--- config.mk ---
export PLATFORM = sky130hd
export DESIGN_NAME = ccr_top
export DESIGN_NICKNAME = d
export VERILOG_FILES = /design/src/ccr_pkg.sv /design/src/ccr_resel_msgin.sv /design/src/ccr_top.sv
export SDC_FILE = /design/constraint.sdc
export NUM_CORES = 1
export LEC_CHECK = 0
export BUFFER_PORTS_ARGS = -buffer_cell sky130_fd_sc_hd__buf_2
export CORE_MARGIN = 2
export CORE_UTILIZATION = 45
export CTS_CLUSTER_SIZE = 14
export DETAILED_ROUTE_END_ITERATION = 12
export HOLD_SLACK_MARGIN = 0.12
export PLACE_DENSITY = 0.63
export SETUP_SLACK_MARGIN = 0.02
export SYNTH_ARGS = -nofsm -noshare
export SYNTH_HDL_FRONTEND = slang
export SYNTH_SLANG_ARGS = --single-unit
--- constraint.sdc ---
create_clock -name sys_clk -period 3.7 [get_ports sys_clk]
set_input_delay 0 -clock sys_clk [delete_from_list [all_inputs] [get_ports sys_clk]]
set_output_delay 0 -clock sys_clk [all_outputs]
set_load 0.02 [all_outputs]
--- src/ccr_pkg.sv ---
/*
 * ccr_pkg: codes, command encodings, event and report carriers for the
 * command completion code reporter.
 * assumes: nothing beyond a SystemVerilog compiler.
 */
package ccr_pkg;

  // interrupt codes
  localparam logic [7:0] CCR_IC_RESET     = 8'h01;
  localparam logic [7:0] CCR_IC_REG_PAR   = 8'h22;
  localparam logic [7:0] CCR_IC_MSG_PAR   = 8'h24;
  localparam logic [7:0] CCR_IC_TIMEOUT   = 8'h2C;
  localparam logic [7:0] CCR_IC_BUS_FREE  = 8'h31;
  localparam logic [7:0] CCR_IC_DONE      = 8'h60;
  localparam logic [7:0] CCR_IC_ABANDON   = 8'h64;
  localparam logic [7:0] CCR_IC_ILLEGAL   = 8'h65;
  localparam logic [7:0] CCR_IC_PAUSED    = 8'h67;
  localparam logic [7:0] CCR_IC_DIAG_GOOD = 8'h68;
  localparam logic [7:0] CCR_IC_DIAG_BAD  = 8'h69;
  localparam logic [7:0] CCR_IC_FREE_PRE  = 8'h70;

  // step codes
  localparam logic [7:0] CCR_ST_0 = 8'h00;
  localparam logic [7:0] CCR_ST_1 = 8'h01;

  // message-in lengths
  localparam logic [5:0] CCR_EXT_EARLY_BYTES = 6'h02;

  // housekeeping command encodings presented on the command port
  typedef enum logic [3:0] {
    CCR_CMD_XFER_RESET = 4'h0,
    CCR_CMD_SETUP_REG  = 4'h1,
    CCR_CMD_BUS_RESET  = 4'h2,
    CCR_CMD_INIT_DIAG  = 4'h3,
    CCR_CMD_TARG_DIAG  = 4'h4,
    CCR_CMD_SELFTEST_FINISH_CMD   = 4'h5,
    CCR_CMD_PAUSE      = 4'h6,
    CCR_CMD_SET_RST    = 4'h7,
    CCR_CMD_CLR_RST    = 4'h8
  } ccr_cmd_t;

  typedef struct packed {
    logic [7:0] code;
    logic [7:0] step;
  } ccr_report_t;

  // bus-side conditions on sys_clk: one-cycle pulses, except nexus and arb_or_data, which are levels
  typedef struct packed {
    logic reset_cond;
    logic bus_free;
    logic nexus;
    logic arb_or_data;
    logic diag_done;
    logic diag_pass;
  } ccr_bus_ev_t;

  // reselection message-in events
  typedef struct packed {
    logic       resel;
    logic       nexus_made;
    logic       byte_valid;
    logic       byte_parity_err;
    logic       last_byte;
    logic       extended;
    logic       timeout;
    logic       bus_free;
    logic       reset_cond;
  } ccr_resel_ev_t;

  // what the main block needs from the message-in tracker
  typedef struct packed {
    logic        valid;
    ccr_report_t rpt;
  } ccr_resel_out_t;

  function automatic ccr_report_t ccr_mk(input logic [7:0] c, input logic [7:0] s);
    ccr_report_t r;
    r.code = c;
    r.step = s;
    return r;
  endfunction

endpackage

--- src/ccr_resel_msgin.sv ---
/*
 * ccr_resel_msgin: tracks automatic reselection response and the
 * message-in transfer that follows, and yields one completion report when it ends in an error.
 * assumes: event inputs are one-cycle pulses on sys_clk from bus logic.
 */
`timescale 1ns/10ps
`default_nettype none

module ccr_resel_msgin
  import ccr_pkg::*;
(
  input  wire logic           sys_clk,
  input  wire logic           srst,
  input  wire ccr_resel_ev_t  ev,
  input  wire logic           taken,
  output ccr_resel_out_t      out,
  output logic                abort_now
);

  typedef enum logic [1:0] {
    CCR_RS_IDLE  = 2'b00,
    CCR_RS_WAIT  = 2'b01,
    CCR_RS_MSGIN = 2'b10,
    CCR_RS_HOLD  = 2'b11
  } ccr_rs_state_t;

  typedef struct packed {
    ccr_rs_state_t  st;
    logic [5:0]     cnt;
    logic           par_seen;
    ccr_resel_out_t o;
  } ccr_rs_t;

  ccr_rs_t cur_ff;
  ccr_rs_t nxt_cur;

  always_comb begin
    logic       par_now;
    logic [5:0] cnt_inc;
    nxt_cur = cur_ff;
    abort_now = 1'b0;
    par_now = cur_ff.par_seen | (ev.byte_valid & ev.byte_parity_err);
    cnt_inc = cur_ff.cnt + 6'h01;
    case (cur_ff.st)
      CCR_RS_IDLE: begin
        if (ev.resel) begin
          nxt_cur.st = CCR_RS_WAIT;
          nxt_cur.cnt = '0;
          nxt_cur.par_seen = 1'b0;
        end
      end
      CCR_RS_WAIT: begin
        if (ev.reset_cond) begin
          nxt_cur.o.rpt = ccr_mk(CCR_IC_RESET, CCR_ST_0);
          nxt_cur.st = CCR_RS_HOLD;
        end else if (ev.nexus_made) begin
          nxt_cur.st = CCR_RS_MSGIN;
        end
      end
      CCR_RS_MSGIN: begin
        // terminating errors end the transfer in the detecting cycle
        if (ev.reset_cond) begin
          abort_now = 1'b1;
          nxt_cur.o.rpt = ccr_mk(CCR_IC_RESET, CCR_ST_1);
          nxt_cur.st = CCR_RS_HOLD;
        end else if (ev.timeout) begin
          abort_now = 1'b1;
          nxt_cur.o.rpt = ccr_mk(CCR_IC_TIMEOUT, CCR_ST_1);
          nxt_cur.st = CCR_RS_HOLD;
        end else if (ev.bus_free) begin
          abort_now = 1'b1;
          nxt_cur.o.rpt = ccr_mk(CCR_IC_BUS_FREE, CCR_ST_1);
          nxt_cur.st = CCR_RS_HOLD;
        end else if (ev.byte_valid) begin
          nxt_cur.cnt = cnt_inc;
          nxt_cur.par_seen = par_now;
          // parity held back until the whole message, or two bytes of extended
          if (par_now && (ev.last_byte ||
              (ev.extended && cnt_inc == CCR_EXT_EARLY_BYTES))) begin
            nxt_cur.o.rpt = ccr_mk(CCR_IC_MSG_PAR, CCR_ST_1);
            nxt_cur.st = CCR_RS_HOLD;
          end else if (ev.last_byte) begin
            nxt_cur.st = CCR_RS_IDLE; // clean message: reported elsewhere
          end
        end
      end
      CCR_RS_HOLD: begin
        nxt_cur.o.valid = 1'b1;
        if (taken) begin
          nxt_cur.o.valid = 1'b0;
          nxt_cur.st = CCR_RS_IDLE;
        end
      end
      default: nxt_cur.st = CCR_RS_IDLE;
    endcase
    if (cur_ff.st != CCR_RS_HOLD) begin
      nxt_cur.o.valid = (nxt_cur.st == CCR_RS_HOLD);
    end
  end

  always_ff @(posedge sys_clk) begin
    if (srst) begin
      cur_ff <= '0;
    end else begin
      cur_ff <= nxt_cur;
    end
  end

  assign out = cur_ff.o;

endmodule

`default_nettype wire

--- src/ccr_top.sv ---
/*
 * ccr_top: command completion code reporter. takes housekeeping
 * commands from the host processor, watches bus conditions, and
 * presents interrupt and step codes with a held interrupt request.
 * assumes: all inputs are on sys_clk; command and condition inputs are
 * one-cycle pulses, nexus and arb_or_data levels; the host acknowledges each report with int_ack.
 */
// What this block does
// - command during execution reports 64H/00H after the first result
// - interrupt source before execution abandons command; report source, then 64H/00H
// - undefined command gives 65H/00H; host register parity error gives 22H/00H
// - reset/setup/bus-reset: 60H/01H, bus free before gives 70H/00H
// - reset condition before housekeeping or diagnosis start reports 01H/00H
// - diagnosis start with nexus established is refused with 65H/01H
// - diagnosis result reports 68H/01H pass, 69H/01H fail
// - diagnosis end: reset after execution 01H/01H, else 60H/01H
// - diagnosis end without start or after failure reports 65H/00H
// - pause reports 67H/01H only in arbitration or data phases
// - reselection reset before nexus reports 01H/00H
// - reset during message-in after reselection reports 01H/01H
// - message-in parity error 24H/01H, held until whole short message
// - extended message parity: early bytes after two, later after all
// - handshake timeout during message-in reports 2CH/01H
// - bus free during message-in reports 31H/01H
// - terminating errors end the operation; op_abort rises the cycle after detection
`timescale 1ns/10ps
`default_nettype none

module ccr_top
  import ccr_pkg::*;
(
  input  wire logic          sys_clk,
  input  wire logic          srst,
  input  wire logic          cmd_valid,
  input  wire logic [3:0]    cmd_code,
  input  wire logic          reg_parity_err,
  input  wire ccr_bus_ev_t   bus_ev,
  input  wire ccr_resel_ev_t resel_ev,
  input  wire logic          int_ack,
  output logic               int_req,
  output ccr_report_t        int_rpt,
  output logic               cmd_busy,
  output logic               diag_run,
  output logic               rst_line_drive,
  output logic               op_abort
);

  typedef enum logic [2:0] {
    CCR_IDLE  = 3'b000,
    CCR_EXEC  = 3'b001,
    CCR_DIAG  = 3'b010,
    CCR_DEND  = 3'b011,
    CCR_PAUSE = 3'b100
  } ccr_state_t;

  typedef struct packed {
    ccr_state_t  st;
    ccr_cmd_t    cmd;
    logic        diag_active;  // start issued; cleared at diagnosis end or reset, not on failure
    logic        diag_failed;
    logic        dbl_pend;     // second command seen while busy
    logic        rst_line;
    logic        have_rpt;     // primary report waiting
    ccr_report_t rpt;
    logic        have_tail;    // follow-up 64H waiting behind primary
    logic        req;
    ccr_report_t shown;
    logic        abort;
    logic        par_pend;     // host register parity error waiting
  } ccr_core_t;

  ccr_core_t      cur_ff;
  ccr_core_t      nxt_cur;
  ccr_resel_out_t resel_out;
  logic           resel_abort;
  logic           resel_taken;

  function automatic logic ccr_cmd_defined(input logic [3:0] c);
    return c <= CCR_CMD_CLR_RST;
  endfunction

  function automatic logic ccr_is_house(input ccr_cmd_t c);
    return c == CCR_CMD_XFER_RESET || c == CCR_CMD_SETUP_REG ||
           c == CCR_CMD_BUS_RESET;
  endfunction

  ccr_resel_msgin u_resel (
    .sys_clk   (sys_clk),
    .srst      (srst),
    .ev        (resel_ev),
    .taken     (resel_taken),
    .out       (resel_out),
    .abort_now (resel_abort)
  );

  always_comb begin
    logic     busy;
    ccr_cmd_t ncmd;
    nxt_cur = cur_ff;
    nxt_cur.abort = resel_abort;
    resel_taken = 1'b0;
    busy = (cur_ff.st != CCR_IDLE) || cur_ff.have_rpt;
    ncmd = ccr_cmd_t'(cmd_code);

    // command intake; a register parity error waits in its own flag, so it
    // is never lost behind a command or a report still pending
    if (cmd_valid && busy) begin
      nxt_cur.dbl_pend = 1'b1;
    end else if (cmd_valid && !ccr_cmd_defined(cmd_code)) begin
      nxt_cur.rpt = ccr_mk(CCR_IC_ILLEGAL, CCR_ST_0);
      nxt_cur.have_rpt = 1'b1;
    end else if (cmd_valid) begin
      nxt_cur.cmd = ncmd;
      case (ncmd)
        CCR_CMD_INIT_DIAG, CCR_CMD_TARG_DIAG: begin
          if (bus_ev.nexus) begin
            nxt_cur.rpt = ccr_mk(CCR_IC_ILLEGAL, CCR_ST_1);
            nxt_cur.have_rpt = 1'b1;
          end else begin
            nxt_cur.st = CCR_DIAG;
            nxt_cur.diag_active = 1'b1;
            nxt_cur.diag_failed = 1'b0;
          end
        end
        CCR_CMD_SELFTEST_FINISH_CMD: begin
          if (!cur_ff.diag_active || cur_ff.diag_failed) begin
            nxt_cur.rpt = ccr_mk(CCR_IC_ILLEGAL, CCR_ST_0);
            nxt_cur.have_rpt = 1'b1;
            nxt_cur.diag_failed = 1'b0;
          end else begin
            nxt_cur.st = CCR_DEND;
          end
        end
        CCR_CMD_PAUSE: nxt_cur.st = CCR_PAUSE;
        CCR_CMD_SET_RST, CCR_CMD_CLR_RST: begin
          nxt_cur.rst_line = (ncmd == CCR_CMD_SET_RST);
          nxt_cur.rpt = ccr_mk(CCR_IC_DONE, CCR_ST_1);
          nxt_cur.have_rpt = 1'b1;
        end
        default: nxt_cur.st = CCR_EXEC;
      endcase
    end

    // execution
    case (cur_ff.st)
      CCR_EXEC: begin
        nxt_cur.st = CCR_IDLE;
        nxt_cur.have_rpt = 1'b1;
        if (bus_ev.reset_cond) begin
          nxt_cur.rpt = ccr_mk(CCR_IC_RESET, CCR_ST_0);
          nxt_cur.have_tail = 1'b1;
        end else if (bus_ev.bus_free) begin
          nxt_cur.rpt = ccr_mk(CCR_IC_FREE_PRE, CCR_ST_0);
          nxt_cur.have_tail = 1'b1;
        end else if (ccr_is_house(cur_ff.cmd)) begin
          nxt_cur.rpt = ccr_mk(CCR_IC_DONE, CCR_ST_1);
        end
      end
      CCR_DIAG: begin
        if (bus_ev.reset_cond) begin
          nxt_cur.rpt = ccr_mk(CCR_IC_RESET, CCR_ST_0);
          nxt_cur.have_rpt = 1'b1;
          nxt_cur.have_tail = 1'b1;
          nxt_cur.diag_active = 1'b0;
          nxt_cur.st = CCR_IDLE;
        end else if (bus_ev.diag_done) begin
          nxt_cur.rpt = bus_ev.diag_pass ? ccr_mk(CCR_IC_DIAG_GOOD, CCR_ST_1)
                                         : ccr_mk(CCR_IC_DIAG_BAD, CCR_ST_1);
          nxt_cur.diag_failed = !bus_ev.diag_pass;
          nxt_cur.have_rpt = 1'b1;
          nxt_cur.st = CCR_IDLE;
        end
      end
      CCR_DEND: begin
        // reset seen in the execution cycle, right after acceptance, is the selftest_finish_cmd reset case
        nxt_cur.rpt = bus_ev.reset_cond ? ccr_mk(CCR_IC_RESET, CCR_ST_1)
                                        : ccr_mk(CCR_IC_DONE, CCR_ST_1);
        nxt_cur.have_rpt = 1'b1;
        nxt_cur.diag_active = 1'b0;
        nxt_cur.st = CCR_IDLE;
      end
      CCR_PAUSE: begin
        nxt_cur.st = CCR_IDLE;
        if (bus_ev.arb_or_data) begin
          nxt_cur.rpt = ccr_mk(CCR_IC_PAUSED, CCR_ST_1);
          nxt_cur.have_rpt = 1'b1;
        end
      end
      default: ;
    endcase

    // report presentation: primary, parity, reselection, then the 64H follow-up
    if (cur_ff.req) begin
      if (int_ack) begin
        nxt_cur.req = 1'b0;
      end
    end else if (cur_ff.have_rpt) begin
      nxt_cur.req = 1'b1;
      nxt_cur.shown = cur_ff.rpt;
      nxt_cur.have_rpt = 1'b0;
    end else if (cur_ff.par_pend) begin
      nxt_cur.req = 1'b1;
      nxt_cur.shown = ccr_mk(CCR_IC_REG_PAR, CCR_ST_0);
      nxt_cur.par_pend = 1'b0;
    end else if (resel_out.valid) begin
      resel_taken = 1'b1;
      nxt_cur.req = 1'b1;
      nxt_cur.shown = resel_out.rpt;
    end else if ((cur_ff.have_tail || cur_ff.dbl_pend) && cur_ff.st == CCR_IDLE) begin
      nxt_cur.req = 1'b1;
      nxt_cur.shown = ccr_mk(CCR_IC_ABANDON, CCR_ST_0);
      nxt_cur.have_tail = 1'b0;
      nxt_cur.dbl_pend = 1'b0;
    end

    // set wins over the drain in the same cycle
    if (reg_parity_err) begin
      nxt_cur.par_pend = 1'b1;
    end
  end

  always_ff @(posedge sys_clk) begin
    if (srst) begin
      cur_ff <= '0;
    end else begin
      cur_ff <= nxt_cur;
    end
  end

  assign int_req        = cur_ff.req;
  assign int_rpt        = cur_ff.shown;
  assign cmd_busy       = (cur_ff.st != CCR_IDLE);
  assign diag_run       = cur_ff.diag_active;
  assign rst_line_drive = cur_ff.rst_line;
  assign op_abort       = cur_ff.abort;

endmodule

`default_nettype wire

# Yosys cells after proc, flatten, opt, wreduce, memory -nomap -nowiden
# Cells that the tools add are included.
dict set report totals {
  input_bits 24
  word_cells 178
  out_inout_bits 21
  regBits 74
}
dict set report classes {
  n_mux 89
  n_eq_ne 28
  n_lt_le_gt_ge 1
  n_reduce_logical 32
  add_sub_neg 1
  n_bitwise 6
}
# cell n
set op_table {}
lappend op_table {{2-to-1 mux 17 bit} 12}
lappend op_table {{2-to-1 mux 16 bit} 8}
lappend op_table {{one-hot mux 17 bit (4 select lines)} 1}
lappend op_table {{2-to-1 mux 9 bit} 6}
lappend op_table {{one-hot mux 17 bit (3 select lines)} 1}
lappend op_table {{2-to-1 mux 1 bit} 35}
lappend op_table {{one-hot mux 16 bit (2 select lines)} 1}
lappend op_table {{2-to-1 mux 7 bit} 3}
lappend op_table {{2-to-1 mux 18 bit} 1}
lappend op_table {{2-to-1 mux 2 bit} 9}
lappend op_table {{inequality test 2 bit (second input constant)} 9}
lappend op_table {{equality test 4 x 3 -> 1 bit (second input constant)} 4}
lappend op_table {{2-to-1 mux 15 bit} 1}
lappend op_table {{one-hot mux 7 bit (2 select lines)} 1}
lappend op_table {{2-to-1 mux 3 bit} 4}
lappend op_table {{one-hot mux 3 bit (4 select lines)} 1}
lappend op_table {{equality test 4 x 2 -> 1 bit (second input constant)} 2}
lappend op_table {{one-hot mux 2 bit (4 select lines)} 1}
lappend op_table {{AND reduction 4 bit} 2}
lappend op_table {{adder 6 x 1 -> 6 bit (second input constant)} 1}
lappend op_table {{equality test 2 bit (second input constant)} 3}
lappend op_table {{equality test 3 x 2 -> 1 bit (second input constant)} 2}
lappend op_table {{equality test 6 x 2 -> 1 bit (second input constant)} 1}
lappend op_table {{logical OR 1 bit} 6}
lappend op_table {{26 further kinds} 42}

# Depth between registers and ports, before layout
dict set report depth {
  word_depth 16
  mapped_depth 7
  depth_no_buf 6
}

# Hierarchy
# Synthesis repeated with hierarchy kept, for this count alone.
dict set report unflattened {
  hier_cells 441
  hier_area_um2 3814.9
}
# module cells_per_inst n_inst seq_area_each_um2 area_each_um2
set modules_own_cells {}
lappend modules_own_cells {ccr_top 313 1 960.9 2730.1}
lappend modules_own_cells {ccr_resel_msgin 128 1 320.3 1084.8}

# Least setup slack after synthesis
# No wires, ideal clock.
dict set report synth_timing {
  kind {register to register}
  from {register u_resel.cur_ff[18] (netlist bit)}
  to {register u_resel.cur_ff, in the netlist u_resel.out[10]}
  t_required_ps 3628
  setup_time_ps 72
  slack_ps 2002
  n_path_buf 1
  arrival_time_ps 1626
  period_less_slack_ps 1698
  path_stages_with_launch 8
  cell_sequence {dfxtp_1 ha_1 nand3_1 xor2_1 nor4b_2 a21o_1 buf_2 mux2i_1}
}
dict set report synth_via {
  elab_chain_cells 7
}
# element line
set synth_rtl {}
lappend synth_rtl {{from (decl)} ccr_resel_msgin.sv:34} ;# ccr_rs_t cur_ff;
lappend synth_rtl {{from (signal assigned)} ccr_resel_msgin.sv:105} ;# cur_ff <= nxt_cur;
lappend synth_rtl {{adder 6 x 1 -> 6 bit} ccr_resel_msgin.sv:43} ;# cnt_inc = cur_ff.cnt + 6'h01;
lappend synth_rtl {{equality test 6 x 2 -> 1 bit} ccr_resel_msgin.sv:79} ;# (ev.extended && cnt_inc == CCR_EXT_EARLY_BYTES))) begin
lappend synth_rtl {{logical AND 1 bit} ccr_resel_msgin.sv:79}
lappend synth_rtl {{logical OR 1 bit} ccr_resel_msgin.sv:78} ;# if (par_now && (ev.last_byte ||
lappend synth_rtl {{logical AND 1 bit} ccr_resel_msgin.sv:78}
lappend synth_rtl {{inequality test 5 x 4 -> 1 bit (no line)} --}
lappend synth_rtl {{AND reduction 4 bit (no line)} --}
# Every way passes these cells.
# A chain may end at the register's enable or synchronous reset.

# Final worst setup path
dict set report layout_timing {
  from {register cur_ff[46] (netlist bit)}
  to {register cur_ff, in the netlist diag_run}
}
dict set report layout_via {
  elab_chain_cells 6
  word_cells_on_any_way 8
  classes_between {eq/ne: 2; mux: 3; reduce/logical: 3}
}
# element line
set layout_rtl {}
lappend layout_rtl {{from (decl)} ccr_top.sv:72} ;# ccr_core_t cur_ff;
lappend layout_rtl {{from (signal assigned)} ccr_top.sv:226} ;# cur_ff <= nxt_cur;
lappend layout_rtl {{nonzero test 3 bit} ccr_top.sv:102} ;# busy = (cur_ff.st != CCR_IDLE) || cur_ff.have_rpt;
lappend layout_rtl {{logical OR 1 bit} ccr_top.sv:102}
lappend layout_rtl {{logical AND 1 bit} ccr_top.sv:107} ;# if (cmd_valid && busy) begin
lappend layout_rtl {{2-to-1 mux 9 bit} ccr_top.sv:107}
lappend layout_rtl {{2-to-1 mux 1 bit} ccr_top.sv:160} ;# if (bus_ev.reset_cond) begin
lappend layout_rtl {{one-hot mux 1 bit (2 select lines) *} ccr_top.sv:145} ;# case (cur_ff.st)
# Every way passes the cells marked *; elsewhere a longest branch is shown, timed or not.

==> reports/qor.txt <==
Number of antenna cells inserted: 0
Filler cell count: 662
CTS Hold Buffers Added: 20
Later-pin clock latency in the skew report: 0.35 ns
Netlist cell types: 59
H-tree levels: 3
Clock Tree Root: clkbuf_8
Largest net degree at the start of global routing: 54
Status: finished, final reports clean
Worst Path Buf+Inv: 2
Clock transition at path regs: 0.08 ns
Routed Antenna Nets: 0
Post-synth EDFFs: 0
Final setup vio count: 0
R2R Setup Slk: 1.46 ns
Syn-to-layout area delta: 17.10%
Tot GR Track Use: 19.57%
Max-Cap Viols: 0
CP max FO: 12
Warnings from Yosys: 0
Clock group share of total power: 38.0%
Power per standard cell area: 479.6 nW/um2
Clock sinks: 64
CP max-delay cell: dlygate4sd3_1
1st-iter DRT viols: 193
Detailed Place HPWL: 5059 um
R2r endpoint: diag_run
Max-slew headroom: 35.28%
Met3 usage: 5.131%
Via density: 5.370
Clk buf depth: 2
Seq pwr share: 43.7%
Crit-path max cell delay: 0.56 ns
Commonest non-fill, non-tap cells in the layout: dfxtp_1, buf_2, nor2_1
GRT overflow: 0
# nets final: 452
Antenna violations before repair: 0
Clk_skew: 0.01136 ns
CP endpoint kind: register
Worst reg2reg startpoint: cur_ff[46]
FFs w/ async S/R, synth: 0%
Met1 Use GR: 26.09%
RSZ-0062 raised after global routing: no
Die H: 88.49 um
Maximum resistive drop on vdd: 0.2784 mV
WL/cell: 13.64 um
Critical Path Source Type: register
Die Wd: 88.49 um
Sw power: 550.5 uW
Worst Hold Launch: cmd_code[2]
Leakage power: 1.468 nW
Setup bufs post-CTS: 0
Post-DP Area: 3334 um2
Fmax: 445.5 MHz
Port bufs: 44
Worst-margin pin slew: 0.9709 ns
#FFs+latches synth: 64
WS Path Type: reg2reg
Met2 usage: 31.44%
Hold Path Sink: rst_line_drive
R2R depth: 6
Syn_area_per_cell: 8.235 um2
Prevailing post-synth register cell: dfxtp_1
Share of layout cells above drive strength 1: 16.47%
Initial Utilization: 46.76%
Switching Share: 30.52%
PostCTS Resize Cnt: 0
Core area: 6869 um2
Layout Cell Area excl Fill: 3761 um2
Num CTS Buffers: 9
Drt total wl: 7188 um
Worst hold stages: 3
Syn Inst Count: 390
Cell Chain, Critical Path: nor3_2 > inv_2 > nor4b_4 > a21oi_1 > nor3_1 > dlygate4sd3_1
Global-route wire length before repair: 11960 um
Final min period: 2.245 ns
First-pass DRT Iterations: 4
Top Family by Delay on Critical Path: simple AND/OR/NAND/NOR gates
WP data required: 4.00 ns
Grt peak-use layer: met2
Syn nets: 416
Die area: 7830 um2
Slew Limit Fails: 0
Placer congestion estimate: 0.8313
Seq/Total Area, Yosys: 39.89%
Sum Neg Setup Slack: 0 ns
Final hold vios: 0
IO Count: 45
Fin Hold WS: 0.1259 ns
CP Data Arrival Time: 2.54 ns
Worst Hold Class: in2reg
Most common cell after layout, fill and taps aside: dfxtp_1
Vias in the first global route: 2656
Vias after detailed routing: 2830
Final Cycle Share: 60.66%
Cell Int Power: 1.253 mW
Cell area after synthesis: 3212 um2
Residual DRC: 0
Rows: 30
Comb pwr share: 18.3%
CTS tree: built
[Yosys cell counts, drive strengths merged, types with 3 or more instances]
cell	count	area, um2
clkbuf	15	56.30
a211oi	7	52.55
a31oi	5	37.53
and3b	4	35.03
nor4	6	37.54
nor2	42	157.7
a21oi	36	183.9
a21o	5	37.54
nand3	11	55.05
dfxtp	64	1281
xor2	3	26.28
and2	8	50.05
nand2b	7	43.79
o211ai	3	22.52
nor2b	8	50.05
nor3b	3	22.52
inv	13	48.80
nand2	23	86.33
buf	24	161.4
nor3	21	121.4
nand3b	4	30.03
a221oi	7	61.31
mux2i	5	50.05
or2	3	18.77
o21ai	17	85.08
o21a	7	52.55
a22oi	8	60.06
[cell families (layout without fill, tap and decap cells)]
kind of cell	count (synthesis)	after routing	share of synthesized area, %
AO/OA/AOI/OAI	114	114	23.49
XOR/XNOR	4	4	1.091
adder cells (fa/ha/maj)	2	2	0.7790
buffers and inverters	52	93	8.297
flip-flops	64	64	39.89
multiplexers	5	5	1.558
AND/OR/NAND/NOR	149	149	24.89
[worst register-to-register path: stages, from the launching register on]
cell           delay [ns]
dfxtp_1              0.43
nor3_2               0.33
inv_2                0.11
nor4b_4              0.46
a21oi_1              0.12
nor3_1               0.17
dlygate4sd3_1        0.56
[metal layers]
layer / vias up / share of wire, %
met5: - / 0
met4: 0 / 1.1
li1: 1479 / -
met1: 1286 / 49
met3: 8 / 3.8
met2: 57 / 46
[how the worst max path moves through the flow]
stage,start,end,slack [ns],cells after the start
floorplan,u_resel.cur_ff[18],u_resel.out[10],2.00,7
global placement,u_resel.cur_ff[25],u_resel.out[8],1.69,4
detailed placement,u_resel.cur_ff[25],u_resel.out[8],1.56,4
CTS,cur_ff[46],diag_run,1.45,6
global route,cur_ff[46],diag_run,1.24,6
finish,cur_ff[46],diag_run,1.46,6
[layout make-up]
cell class,count,area [um2],share of cell area (%)
Tap cell,96,120.1,3.194
Multi-Input combinational cell,274,1664,44.24
Clock inverter,7,102.6,2.728
Inverter,13,48.80,1.297
Sequential cell,64,1281,34.07
Clock buffer,9,123.9,3.293
Timing Repair Buffer,64,420.4,11.18
[power by group through the flow]
| stage | combinational [mW] | clock (mW) | sequential [mW] |
|---|---|---|---|
| 2_1_floorplan | 0.278 | 0 | 0.777 |
| 4_1_cts | 0.333 | 0.702 | 0.788 |
| 3_3_place_gp | 0.315 | 0 | 0.803 |
| 6_report | 0.330 | 0.685 | 0.789 |
| 3_5_place_dp | 0.317 | 0 | 0.805 |
| 5_1_grt | 0.369 | 0.736 | 0.797 |
[per-stage QoR]
| stage | utilization [%] | std cells | worst slack (ns) | total power [mW] |
|---|---|---|---|---|
| final | 54.75 | 527 | 1.455 | 1.804 |
| after global routing | 54.75 | 527 | 1.239 | 1.902 |
| after CTS | 54.75 | 527 | 1.451 | 1.823 |
| after detailed placement | 48.54 | 491 | 1.564 | 1.122 |
| after global placement | 48.54 | 491 | 1.687 | 1.117 |
| after floorplan | - | 390 | 2.002 | 1.055 |
[sequential cells by signal, summed over array words and instances, names as in the netlist]
name / flops
op_abort: 1
int_rpt: 16
cur_ff: 28
u_resel.cur_ff: 9
diag_run: 1
int_req: 1
rst_line_drive: 1
u_resel.out: 7
No activity file was read; power rests on OpenSTA's default activity.
